--- config.mk ---
export PLATFORM = sky130hd
export DESIGN_NAME = power_mode_controller
export DESIGN_NICKNAME = d
export VERILOG_FILES = /design/src/design/pwr_pkg.sv /design/src/design/power_mode_controller.sv /design/src/design/wake_sync.sv /design/src/design/key_unlock.sv
export SDC_FILE = /design/constraint.sdc
export NUM_CORES = 1
export LEC_CHECK = 0
export BUFFER_PORTS_ARGS = -buffer_cell sky130_fd_sc_hd__clkbuf_2
export CORE_ASPECT_RATIO = 0.5
export CORE_MARGIN = 2
export CORE_UTILIZATION = 25
export CTS_BUF_LIST = sky130_fd_sc_hd__clkbuf_4
export DETAILED_ROUTE_END_ITERATION = 8
export PLACE_DENSITY_LB_ADDON = 0.08
export SLEW_MARGIN = 20
export SYNTH_ARGS = -nofsm -noshare
export SYNTH_HDL_FRONTEND = slang
export SYNTH_SLANG_ARGS = --single-unit
--- constraint.sdc ---
create_clock -name core_clk -period 1.39 [get_ports core_clk]
set_input_delay 0.2085 -clock core_clk [delete_from_list [all_inputs] [get_ports core_clk]]
set_output_delay 0.2085 -clock core_clk [all_outputs]
set_load 0.005 [all_outputs]
--- src/design/pwr_pkg.sv ---
// Shared constants and types of the power mode controller
package pwr_pkg;

  // ==========================================================
  // Bus and register map
  localparam int          ADDR_W     = 32;
  localparam int          DATA_W     = 32;
  localparam int          REG_W      = 16;
  localparam logic [31:0] MODE_ADDR  = 32'h4000_2400;
  localparam logic [31:0] KEY_ADDR   = 32'h4000_2404;
  localparam logic [31:0] STAT_ADDR  = 32'h4000_2408;

  // ==========================================================
  // Reset values and key words
  localparam logic [1:0]  MODE_RST   = 2'h0;
  localparam logic [15:0] KEY_RST    = 16'h0000;
  localparam logic [15:0] KEY_FIRST  = 16'h4859;
  localparam logic [15:0] KEY_SECOND = 16'hF27B;

  // ==========================================================
  // Status register fields
  localparam int STAT_STATE_LSB = 0;
  localparam int STAT_UNLOCK    = 2;
  localparam int STAT_DBG_HOLD  = 3;
  localparam int STAT_HANDLER   = 4;

  // ==========================================================
  // Types
  typedef enum logic [1:0] {
    ST_ACTIVE     = 2'b00,
    ST_CORE_SLEEP = 2'b01,
    ST_SYSTEM_SLEEP  = 2'b10,
    ST_HIBERNATE  = 2'b11
  } pwr_mode_t;

  typedef enum logic [1:0] {
    KEY_LOCKED = 2'b00,
    KEY_HALF   = 2'b01,
    KEY_OPEN   = 2'b10
  } key_state_t;

endpackage

--- src/design/power_mode_controller.sv ---
// Always-on power mode controller: mode FSM, clock gating, key-guarded mode register
//
// Chosen here: the strobed register port.
`timescale 1ns/1ns
`default_nettype none
// Functional notes
// - four modes, active through hibernate
// - active-mode sleep leaves unit active
// - any wake returns to active
// - mode 1 gates core clock after sleep
// - mode 1 keeps buses for DMA
// - mode 1 keeps interrupt controller clock
// - mode 2 gates system and peripheral buses
// - mode 2 forces peripheral clocks off
// - mode 2 keeps interrupt controller clock
// - hibernate cuts logic power, retains state
// - hibernate wakes only from fixed sources
// - handler entry needs higher priority wake
// - debug hold blocks entry, power-on clear
// - key register guards mode register
// - mode encoding, read returns last write
// - two key words unlock mode write
// - other write relocks the key
module power_mode_controller #(
  parameter int                 N_PERIPH      = 5,
  parameter int                 N_WAKE        = 4,
  parameter int                 PRIO_W        = 8,
  parameter logic [N_WAKE-1:0]  HIB_WAKE_MASK = '1
) (
  input  wire logic                        core_clk,
  input  wire logic                        srst,
  input  wire logic                        sys_rst,
  input  wire logic [pwr_pkg::ADDR_W-1:0]  addr,
  input  wire logic [pwr_pkg::DATA_W-1:0]  wdata,
  input  wire logic                        wr_stb,
  input  wire logic                        rd_stb,
  output logic      [pwr_pkg::DATA_W-1:0]  rdata,
  input  wire logic                        core_deep_sleep,
  input  wire logic                        core_in_handler,
  input  wire logic [PRIO_W-1:0]           handler_prio,
  input  wire logic                        intc_wake_req,
  input  wire logic [PRIO_W-1:0]           wake_prio,
  input  wire logic [N_WAKE-1:0]           hib_wake_pin,
  input  wire logic                        debug_hold_set,
  input  wire logic [N_PERIPH-1:0]         periph_user_off,
  output logic      [1:0]                  power_mode,
  output logic                             core_clk_en,
  output logic                             sys_bus_clk_en,
  output logic                             periph_bus_clk_en,
  output logic      [N_PERIPH-1:0]         periph_clk_en,
  output logic                             intc_clk_en,
  output logic                             logic_power_en,
  output logic                             retention_en,
  output logic                             wake_pulse
);
  import pwr_pkg::*;

  // ==========================================================
  // Elaboration checks
  if (N_PERIPH < 1 || N_PERIPH > REG_W) begin : g_bad_periph
    $error("N_PERIPH out of range");
  end
  if (N_WAKE < 1 || PRIO_W < 1) begin : g_bad_wake
    $error("N_WAKE and PRIO_W must be positive");
  end

  // ==========================================================
  // Declarations
  logic              warm_rst;
  logic              mode_hit;
  logic              key_hit;
  logic              stat_hit;
  logic              unlocked;
  logic [1:0]        mode_sel_r;
  logic [15:0]       key_val_r;
  logic              debug_hold_r;
  logic              entered_in_handler_r;
  logic [PRIO_W-1:0] entry_prio_r;
  pwr_mode_t         state_r;
  pwr_mode_t         state_nxt;
  logic [N_WAKE-1:0] pin_level;
  logic              enter_ok;
  logic              prio_ok;
  logic              intc_wake;
  logic              pin_wake;
  logic              wake_ok;

  assign warm_rst = srst | sys_rst;

  function automatic logic hit(input logic [ADDR_W-1:0] a,
                               input logic [ADDR_W-1:0] target);
    hit = (a == target);
  endfunction

  assign mode_hit = hit(addr, MODE_ADDR);
  assign key_hit  = hit(addr, KEY_ADDR);
  assign stat_hit = hit(addr, STAT_ADDR);

  // ==========================================================
  // Sub-blocks
  key_unlock u_key (
    .core_clk (core_clk),
    .srst     (warm_rst),
    .wr_stb   (wr_stb),
    .key_hit  (key_hit),
    .mode_hit (mode_hit),
    .wdata    (wdata[15:0]),
    .unlocked (unlocked)
  );

  // Pins are asynchronous to the always-on clock
  wake_sync #(
    .W (N_WAKE)
  ) u_sync (
    .core_clk (core_clk),
    .srst     (srst),
    .pin_in   (hib_wake_pin),
    .level    (pin_level)
  );

  // ==========================================================
  // Registers
  // two-bit field, reads back last write
  always_ff @(posedge core_clk) begin
    if (warm_rst) begin
      mode_sel_r <= MODE_RST;
    end else if (wr_stb && mode_hit && unlocked) begin
      mode_sel_r <= wdata[1:0];
    end
  end

  // key register holds last key word
  always_ff @(posedge core_clk) begin
    if (warm_rst) begin
      key_val_r <= KEY_RST;
    end else if (wr_stb && key_hit) begin
      key_val_r <= wdata[15:0];
    end
  end

  // cleared only by power-on reset, not warm reset
  always_ff @(posedge core_clk) begin
    if (srst) begin
      debug_hold_r <= 1'b0;
    end else if (debug_hold_set) begin
      debug_hold_r <= 1'b1;
    end
  end

  // Read data valid only in the cycle after the strobe
  always_ff @(posedge core_clk) begin
    if (warm_rst) begin
      rdata <= '0;
    end else if (rd_stb && mode_hit) begin
      rdata <= {{(DATA_W - 2){1'b0}}, mode_sel_r};
    end else if (rd_stb && key_hit) begin
      rdata <= {{(DATA_W - REG_W){1'b0}}, key_val_r};
    end else if (rd_stb && stat_hit) begin
      rdata                   <= '0;
      rdata[STAT_STATE_LSB+:2] <= state_r;
      rdata[STAT_UNLOCK]      <= unlocked;
      rdata[STAT_DBG_HOLD]    <= debug_hold_r;
      rdata[STAT_HANDLER]     <= entered_in_handler_r;
    end else begin
      rdata <= '0;
    end
  end

  // ==========================================================
  // Entry and wake qualification
  // leave active only on deep sleep
  // mode 0 keeps the unit active on core sleep
  // debug hold keeps the unit active
  assign enter_ok = core_deep_sleep && (mode_sel_r != ST_ACTIVE) && !debug_hold_r;

  // in-handler entry needs a strictly more urgent wake
  assign prio_ok = !entered_in_handler_r || (wake_prio < entry_prio_r);

  assign intc_wake = intc_wake_req && prio_ok;

  // only the fixed pin set wakes hibernate
  assign pin_wake = |(pin_level & HIB_WAKE_MASK) && prio_ok;

  always_comb begin
    unique case (state_r)
      ST_CORE_SLEEP: wake_ok = intc_wake;
      ST_SYSTEM_SLEEP:  wake_ok = intc_wake;
      ST_HIBERNATE:  wake_ok = pin_wake;
      ST_ACTIVE:     wake_ok = 1'b0;
    endcase
  end

  // Handler context captured at entry; controller clock stops in hibernate
  always_ff @(posedge core_clk) begin
    if (warm_rst) begin
      entered_in_handler_r <= 1'b0;
      entry_prio_r         <= '0;
    end else if (state_r == ST_ACTIVE && enter_ok) begin
      entered_in_handler_r <= core_in_handler;
      entry_prio_r         <= handler_prio;
    end
  end

  // ==========================================================
  // Mode state machine
  always_comb begin
    state_nxt = state_r;
    unique case (state_r)
      ST_ACTIVE: begin
        if (enter_ok) begin
          state_nxt = pwr_mode_t'(mode_sel_r);
        end
      end
      ST_CORE_SLEEP, ST_SYSTEM_SLEEP, ST_HIBERNATE: begin
        if (wake_ok) begin
          state_nxt = ST_ACTIVE;
        end
      end
    endcase
  end

  always_ff @(posedge core_clk) begin
    if (warm_rst) begin
      state_r <= ST_ACTIVE;
    end else begin
      state_r <= state_nxt;
    end
  end

  // ==========================================================
  // Gating outputs, one cycle behind the state
  always_ff @(posedge core_clk) begin
    if (warm_rst) begin
      power_mode <= ST_ACTIVE;
      wake_pulse <= 1'b0;
    end else begin
      power_mode <= state_r;
      wake_pulse <= (state_r != ST_ACTIVE) && wake_ok;
    end
  end

  // core clock off in every low power state
  always_ff @(posedge core_clk) begin
    if (warm_rst) begin
      core_clk_en <= 1'b1;
    end else begin
      core_clk_en <= (state_r == ST_ACTIVE);
    end
  end

  // buses run in mode 1 so DMA continues
  // mode 2 and beyond stop both buses
  always_ff @(posedge core_clk) begin
    if (warm_rst) begin
      sys_bus_clk_en    <= 1'b1;
      periph_bus_clk_en <= 1'b1;
    end else begin
      sys_bus_clk_en    <= (state_r == ST_ACTIVE) || (state_r == ST_CORE_SLEEP);
      periph_bus_clk_en <= (state_r == ST_ACTIVE) || (state_r == ST_CORE_SLEEP);
    end
  end

  // user gating ignored in mode 2 and 3
  always_ff @(posedge core_clk) begin
    if (warm_rst) begin
      periph_clk_en <= '1;
    end else if (state_r == ST_ACTIVE || state_r == ST_CORE_SLEEP) begin
      periph_clk_en <= ~periph_user_off;
    end else begin
      periph_clk_en <= '0;
    end
  end

  // controller clock runs except in hibernate
  // hibernate removes logic power and retains flops
  always_ff @(posedge core_clk) begin
    if (warm_rst) begin
      intc_clk_en    <= 1'b1;
      logic_power_en <= 1'b1;
      retention_en   <= 1'b0;
    end else begin
      intc_clk_en    <= (state_r != ST_HIBERNATE);
      logic_power_en <= (state_r != ST_HIBERNATE);
      retention_en   <= (state_r == ST_HIBERNATE);
    end
  end
endmodule
`default_nettype wire

--- src/design/wake_sync.sv ---
// Three-stage synchroniser with agreement filter for wake pins
`timescale 1ns/1ns
`default_nettype none
module wake_sync #(
  parameter int W = 4
) (
  input  wire logic         core_clk,
  input  wire logic         srst,
  input  wire logic [W-1:0] pin_in,
  output logic      [W-1:0] level
);

  logic [W-1:0] s1_r;
  logic [W-1:0] s2_r;
  logic [W-1:0] s3_r;

  // ==========================================================
  // Stages; only the second stage reads the first
  always_ff @(posedge core_clk) begin
    if (srst) begin
      s1_r <= '0;
      s2_r <= '0;
      s3_r <= '0;
    end else begin
      s1_r <= pin_in;
      s2_r <= s1_r;
      s3_r <= s2_r;
    end
  end

  // Bitwise: a change counts once stages two and three agree
  always_ff @(posedge core_clk) begin
    if (srst) begin
      level <= '0;
    end else begin
      level <= (s2_r & s3_r) | (level & (s2_r | s3_r));
    end
  end

endmodule
`default_nettype wire

--- src/design/key_unlock.sv ---
// Two-word unlock sequencer guarding the mode register
`timescale 1ns/1ns
`default_nettype none
module key_unlock (
  input  wire logic        core_clk,
  input  wire logic        srst,
  input  wire logic        wr_stb,
  input  wire logic        key_hit,
  input  wire logic        mode_hit,
  input  wire logic [15:0] wdata,
  output logic             unlocked
);
  import pwr_pkg::*;

  key_state_t state_r;
  key_state_t state_nxt;

  // ==========================================================
  // Sequence
  always_comb begin
    state_nxt = state_r;
    if (wr_stb) begin
      unique case (state_r)
        KEY_LOCKED: begin
          state_nxt = (key_hit && wdata == KEY_FIRST) ? KEY_HALF : KEY_LOCKED;
        end
        KEY_HALF: begin
          // Wrong second word restarts, but may itself be a first word
          if (key_hit && wdata == KEY_SECOND) begin
            state_nxt = KEY_OPEN;
          end else if (key_hit && wdata == KEY_FIRST) begin
            state_nxt = KEY_HALF;
          end else begin
            state_nxt = KEY_LOCKED;
          end
        end
        KEY_OPEN: begin
          state_nxt = KEY_LOCKED;
        end
        default: begin
          state_nxt = KEY_LOCKED;
        end
      endcase
    end
  end

  always_ff @(posedge core_clk) begin
    if (srst) begin
      state_r <= KEY_LOCKED;
    end else begin
      state_r <= state_nxt;
    end
  end

  assign unlocked = (state_r == KEY_OPEN);
endmodule
`default_nettype wire

== Yosys cells after proc, flatten, opt, wreduce, memory -nomap -nowiden ==
Index checks and enable logic that the tools add are counted.

* Register bits after elaboration: 92
* Logic and storage cells: 80

* Order comparisons: 1
* Equal/unequal tests: 13
* Muxes and demuxes: 11
* Bitwise operators: 6
* Reduce and logical (&&, ||, !) cells: 28

{| class="wikitable"
|+ Operators by type and width
! cell !! number
|-
| $eq A32 B31 Y1 const B || 3
|-
| $eq A16 B15 Y1 const B || 1
|-
| $eq A16 B16 Y1 const B || 1
|-
| $mux W16 || 1
|-
| $logic_and A1 B1 Y1 || 14
|-
| $mux W5 || 2
|-
| $and A4 B4 Y4 || 2
|-
| $lt A8 B8 Y1 || 1
|-
| $mux W2 || 4
|-
| $or A4 B4 Y4 || 2
|-
| $pmux W2 S2 || 2
|-
| $eq A2 B2 Y1 const B || 3
|-
| $ne A2 B2 Y1 const B || 3
|-
| $reduce_or A3 Y1 || 2
|-
| $not A5 Y5 || 1
|-
| $eq A2 B1 Y1 const B || 2
|-
| $logic_not A2 Y1 || 2
|-
| $reduce_bool A2 Y1 || 2
|-
| $reduce_or A2 Y1 || 2
|-
| $reduce_or A4 Y1 || 1
|-
| $pmux W1 S3 || 1
|-
| $logic_not A1 Y1 || 2
|-
| $logic_or A1 B1 Y1 || 2
|-
| $reduce_and A2 Y1 || 1
|-
| 2 further kinds || 2
|}

== Depth between registers and ports, before layout ==
* Depth after elaboration: 6
* Depth in mapped cells: 6
* Mapped depth without buffers: 6

== Hierarchy ==
Synthesis repeated with hierarchy kept, for this count alone.

* Cell total of the unflattened synthesis: 300
* Area total of the unflattened synthesis: 3044.2 µm²

{| class="wikitable"
|+ By module, submodules not included
! module !! times used !! cells each !! area an instance (µm²) !! seq. area each (µm²)
|-
| power_mode_controller || 1 || 243 || 2404.8 || 1161.1
|-
| wake_sync || 1 || 41 || 486.7 || 320.3
|-
| key_unlock || 1 || 16 || 152.6 || 40.0
|}

== Least setup slack after synthesis ==
OpenSTA, ideal clock, no wires.

* Path type: flip-flop to flip-flop
* Start: register entry_prio_r[2]
* End: register state_r[1]
* Data arrival time: 1.310 ns
* Required time: 1.261 ns
* Slack: -0.049 ns
* Stages on the path, launching flop included: 7
* Path buffers: 0
* Clock period less this slack: 1.439 ns
* Cells stage by stage: dfxtp_1 -> inv_1 -> ha_1 -> a211oi_1 -> o21ai_0 -> a211oi_1 -> o31ai_1

* Longest elaborated chain between the ends: 6
* Elaborated cells on any way between the ends: 7

{| class="wikitable"
|+ Ends and longest elaborated chain
! what !! RTL line !! RTL
|-
| start, declared || power_mode_controller.sv:78 || <nowiki>logic [PRIO_W-1:0] entry_prio_r;</nowiki>
|-
| start signal, assigned || power_mode_controller.sv:200 || <nowiki>entry_prio_r <= handler_prio;</nowiki>
|-
| $lt A8 B8 Y1 (*) || power_mode_controller.sv:177 || <nowiki>assign prio_ok = !entered_in_handler_r || (wake_prio < entry_prio_r);</nowiki>
|-
| $logic_or A1 B1 Y1 (*) || power_mode_controller.sv:177 ||
|-
| $logic_and A1 B1 Y1 (on tied branches) || power_mode_controller.sv:182, power_mode_controller.sv:179 ||
|-
| $pmux W1 S3 (*) || power_mode_controller.sv:185 || <nowiki>unique case (state_r)</nowiki>
|-
| $ne A2 B2 Y1 (no source line) (*) || - ||
|-
| $reduce_and A2 Y1 (no source line) (*) || - ||
|-
| end signal, assigned || power_mode_controller.sv:226 || <nowiki>state_r <= state_nxt;</nowiki>
|-
| end, declared || power_mode_controller.sv:79 || <nowiki>pwr_mode_t state_r;</nowiki>
|}

Every way passes the cells marked *; elsewhere a longest branch is shown, timed or not.
A chain may end at the register's enable or synchronous reset.

== Worst setup path after layout ==
Same ends and word-level chain as after synthesis.

==> results.toml <==
[status]
status = "finished, violations left"
violations = "setup timing"

[drt]
drt-total-wl_um = 7450
drc = 0
num_vias = 2649
drtIter0Drc = 96
via_per_inst = 4.09
dr.pass1.iters = 4
wire_per_inst_um = 11.5
final_antenna_net_count = 0

[global_route]
grt_overflow = 0
grt_first_pass_wirelength_um = 12100
grt_max_degree = 33
grtUsageTotal_pct = 11.9
antenna_found_initial = 0
grt_pass1_vias = 2473

[job]
max-cap-violations = 0

[sta]
rsz0062_at_grt = "true"
final_max_slew_viol_count = 0
finalCritPeriodShare_pct = 104
fin_skew_ps = 10.3
finalWorstSetupSlack_ps = -57.0
maxClockFrequency_mhz = 691
setup_viol = 3
finalHoldViolations = 0
period_needed_ps = 1450

[setup_path]
r2r-start = "entry_prio_r[2]"
crit_path_end_kind = "flop"
crit_required_ps = 1710
arrival_ps = 1760
cp_max_fo = 3
path_class = "reg -> reg"
crit_start = "entry_prio_r[2]"
cp-start-kind = "flop"

[floorplanning]
fp.dieH_um = 82.6
io_pins = 144
die_area_sq_mm = 0.0133
core_sq_mm = 0.0119
fp-row-count = 28
die_w_um = 161
floorplan.initialDensity_pct = 25.9

[yosys]
postSynthCellCount = 324
synth_top_area_share_pct = 49.3
avgSynthCellArea_sq_um = 9.53
syn_area_sq_mm = 0.00309
synth_cell_type_count = 38
ys_ff_latch = 76
yosysTopAreaCell = "dfxtp_1"
synth_top_cells_by_area = "dfxtp_1 49%, mux2i_1 8.8%, nand2_1 5.6%"
ys.warnings.count = 0
yosysSeqAreaShare_pct = 49.3

[clock_tree]
root_buffer = "clkbuf_4"
numClockSinks = 76
clock_path_buffers = 2
htreeDepth = 3
worstSkewPairLatency_ps = 430
clkTransAtPathRegs_ps = 120
cts_made_buffers = 9
cts_tree = "yes"

[pwr]
swShare_pct = 22.5
clockPowerShare_pct = 40.0
p_seq_share_pct = 51.8
p_leak_nw = 1.96
power_mw = 4.26
cellInternalPower_mw = 3.30
switchingPower_mw = 0.960
p_comb_share_pct = 8.2
power_density_mw_per_mm2 = 960
peakVddDrop_uv = 563

[min_path]
min_from = "core_in_handler"
hp-class = "in -> reg"

[placed_design]
dp_hpwl_um = 5610
io_buffers = 111
dpl_cell_area_sq_mm = 0.00392
gp_congestion = 0.675
dp.cells = 605

[final_layout]
fin_area_sq_mm = 0.00444
layout.nets = 584
drive_above_1_share_pct = 35.6
antennaDiodeCount = 0
fin_cells = 648
area_delta_synth_final_pct = 43.9
worst max-delay path: stages, from the launching register on:
cell      delay, ps
dfxtp_2         350
inv_2            40
ha_4            220
a211oi_4        210
o21ai_2         100
a211oi_2        300
o31ai_1         110
metrics by stage:
step / TNS (ps) / setup WS, ps / util, % / hold WS (ps)
floorplan: 0 / 4.31 / - / 309
global placement: -7460 / -235 / 32.9 / 391
detailed placement: -7160 / -250 / 32.9 / 395
CTS: -211 / -69.1 / 37.1 / 0.278
global route: -611 / -183 / 37.3 / 2.85
finish: -150 / -57.0 / 37.3 / 33.6
layout by cell type, fill, tap and decap left out, drive strengths merged, types with 2 or more instances in the layout:
cell type,instances
ha,7
clkinvlp,2
dfxtp,76
o21ai,14
nand4,14
clkbuf,120
a21oi,5
nand3,2
o31ai,2
o2111ai,2
nand4b,2
dlygate4sd3,27
nor2b,16
mux2i,27
conb,16
buf,25
inv,13
a211oi,5
bufinv,3
nand2,46
nor2,22
nor4,7
a221oi,2
and4,4
and2,13
worst paths after layout:
check / to / slack [ps] / cells past startpoint
max reg2reg: state_r[1] / -60 / 6
min reg2reg: u_sync.s2_r[3] / 450 / 1
max: state_r[1] / -60 / 6
min: entered_in_handler_r / 30 / 3
power groups by stage:
stage	Clock, mW	Sequential (mW)	Combinational, mW
finish	1.71	2.21	0.349
global route	1.89	2.21	0.391
CTS	1.79	2.21	0.348
detailed placement	0	2.26	0.278
global placement	0	2.26	0.279
floorplan	0	2.26	0.133
synthesized netlist by cell type (all sizes together):
cell type,number
nand4b,2
nand3,2
dfxtp,76
a211oi,5
maj3,1
o211ai,1
o2111ai,2
and4,4
and2,13
or4,1
or4bb,1
a221oi,2
conb,1
nor2,22
nor2b,16
ha,7
nand4,14
nor4,7
a21oi,5
nand2,46
clkbuf,8
buf,26
mux2i,27
o21ai,14
nor4bb,1
or2,1
o31ai,2
inv,13
or4b,1
nor4b,1
and3,1
and4bb,1
per-layer routing:
metal / share of wire [%] / wire length [um] / GRT usage, % / vias to the layer above
met5: 0 / 0 / 0 / -
met4: 1.2 / 89 / 3.75 / 0
met3: 5.2 / 387 / 4.05 / 8
met2: 46 / 3400 / 19.1 / 71
met1: 48 / 3580 / 15.3 / 1182
li1: - / - / - / 1388
cells by family (layout without fill, tap and decap cells):
kind of cell    count (synthesis)  after routing  share of synthesized area [%]
simple gates                  134            134                           23.2
flops                          76             76                           49.3
buf+inv                        47            191                           9.12
compound gates                 31             31                           6.36
mux                            27             27                           8.76
fa+ha+maj                       8              8                           3.16
other cells                     1             16                          0.121
cell type report:
type,instances,area (sq um)
Clock inverter,6,114
Tap cell,165,206
Sequential cell,76,1530
Timing Repair Buffer,163,1080
Clock buffer,9,67.6
Inverter,13,48.8
Multi-Input combinational cell,216,1400
Fill cell,1272,7470
state kept, by name (all words and copies together) (netlist names):
signal	count
core_clk_en	1
debug_hold_r	1
entered_in_handler_r	1
entry_prio_r	8
key_val_r	16
logic_power_en	1
mode_sel_r	2
periph_bus_clk_en	1
periph_clk_en	5
power_mode	2
rdata	16
retention_en	1
state_r	2
u_key.state_r	2
u_sync.level	4
u_sync.s1_r	4
u_sync.s2_r	4
u_sync.s3_r	4
wake_pulse	1
repair_timing:
item	CTS	global route
setup buffers	0	1
gates resized for setup	12	5
endpoints found under the setup margin	5	14
pin swaps	9	6
hold buffers	27	0
endpoints found under the hold margin	27	0
Note: power is estimated with default switching activity, not from simulation.
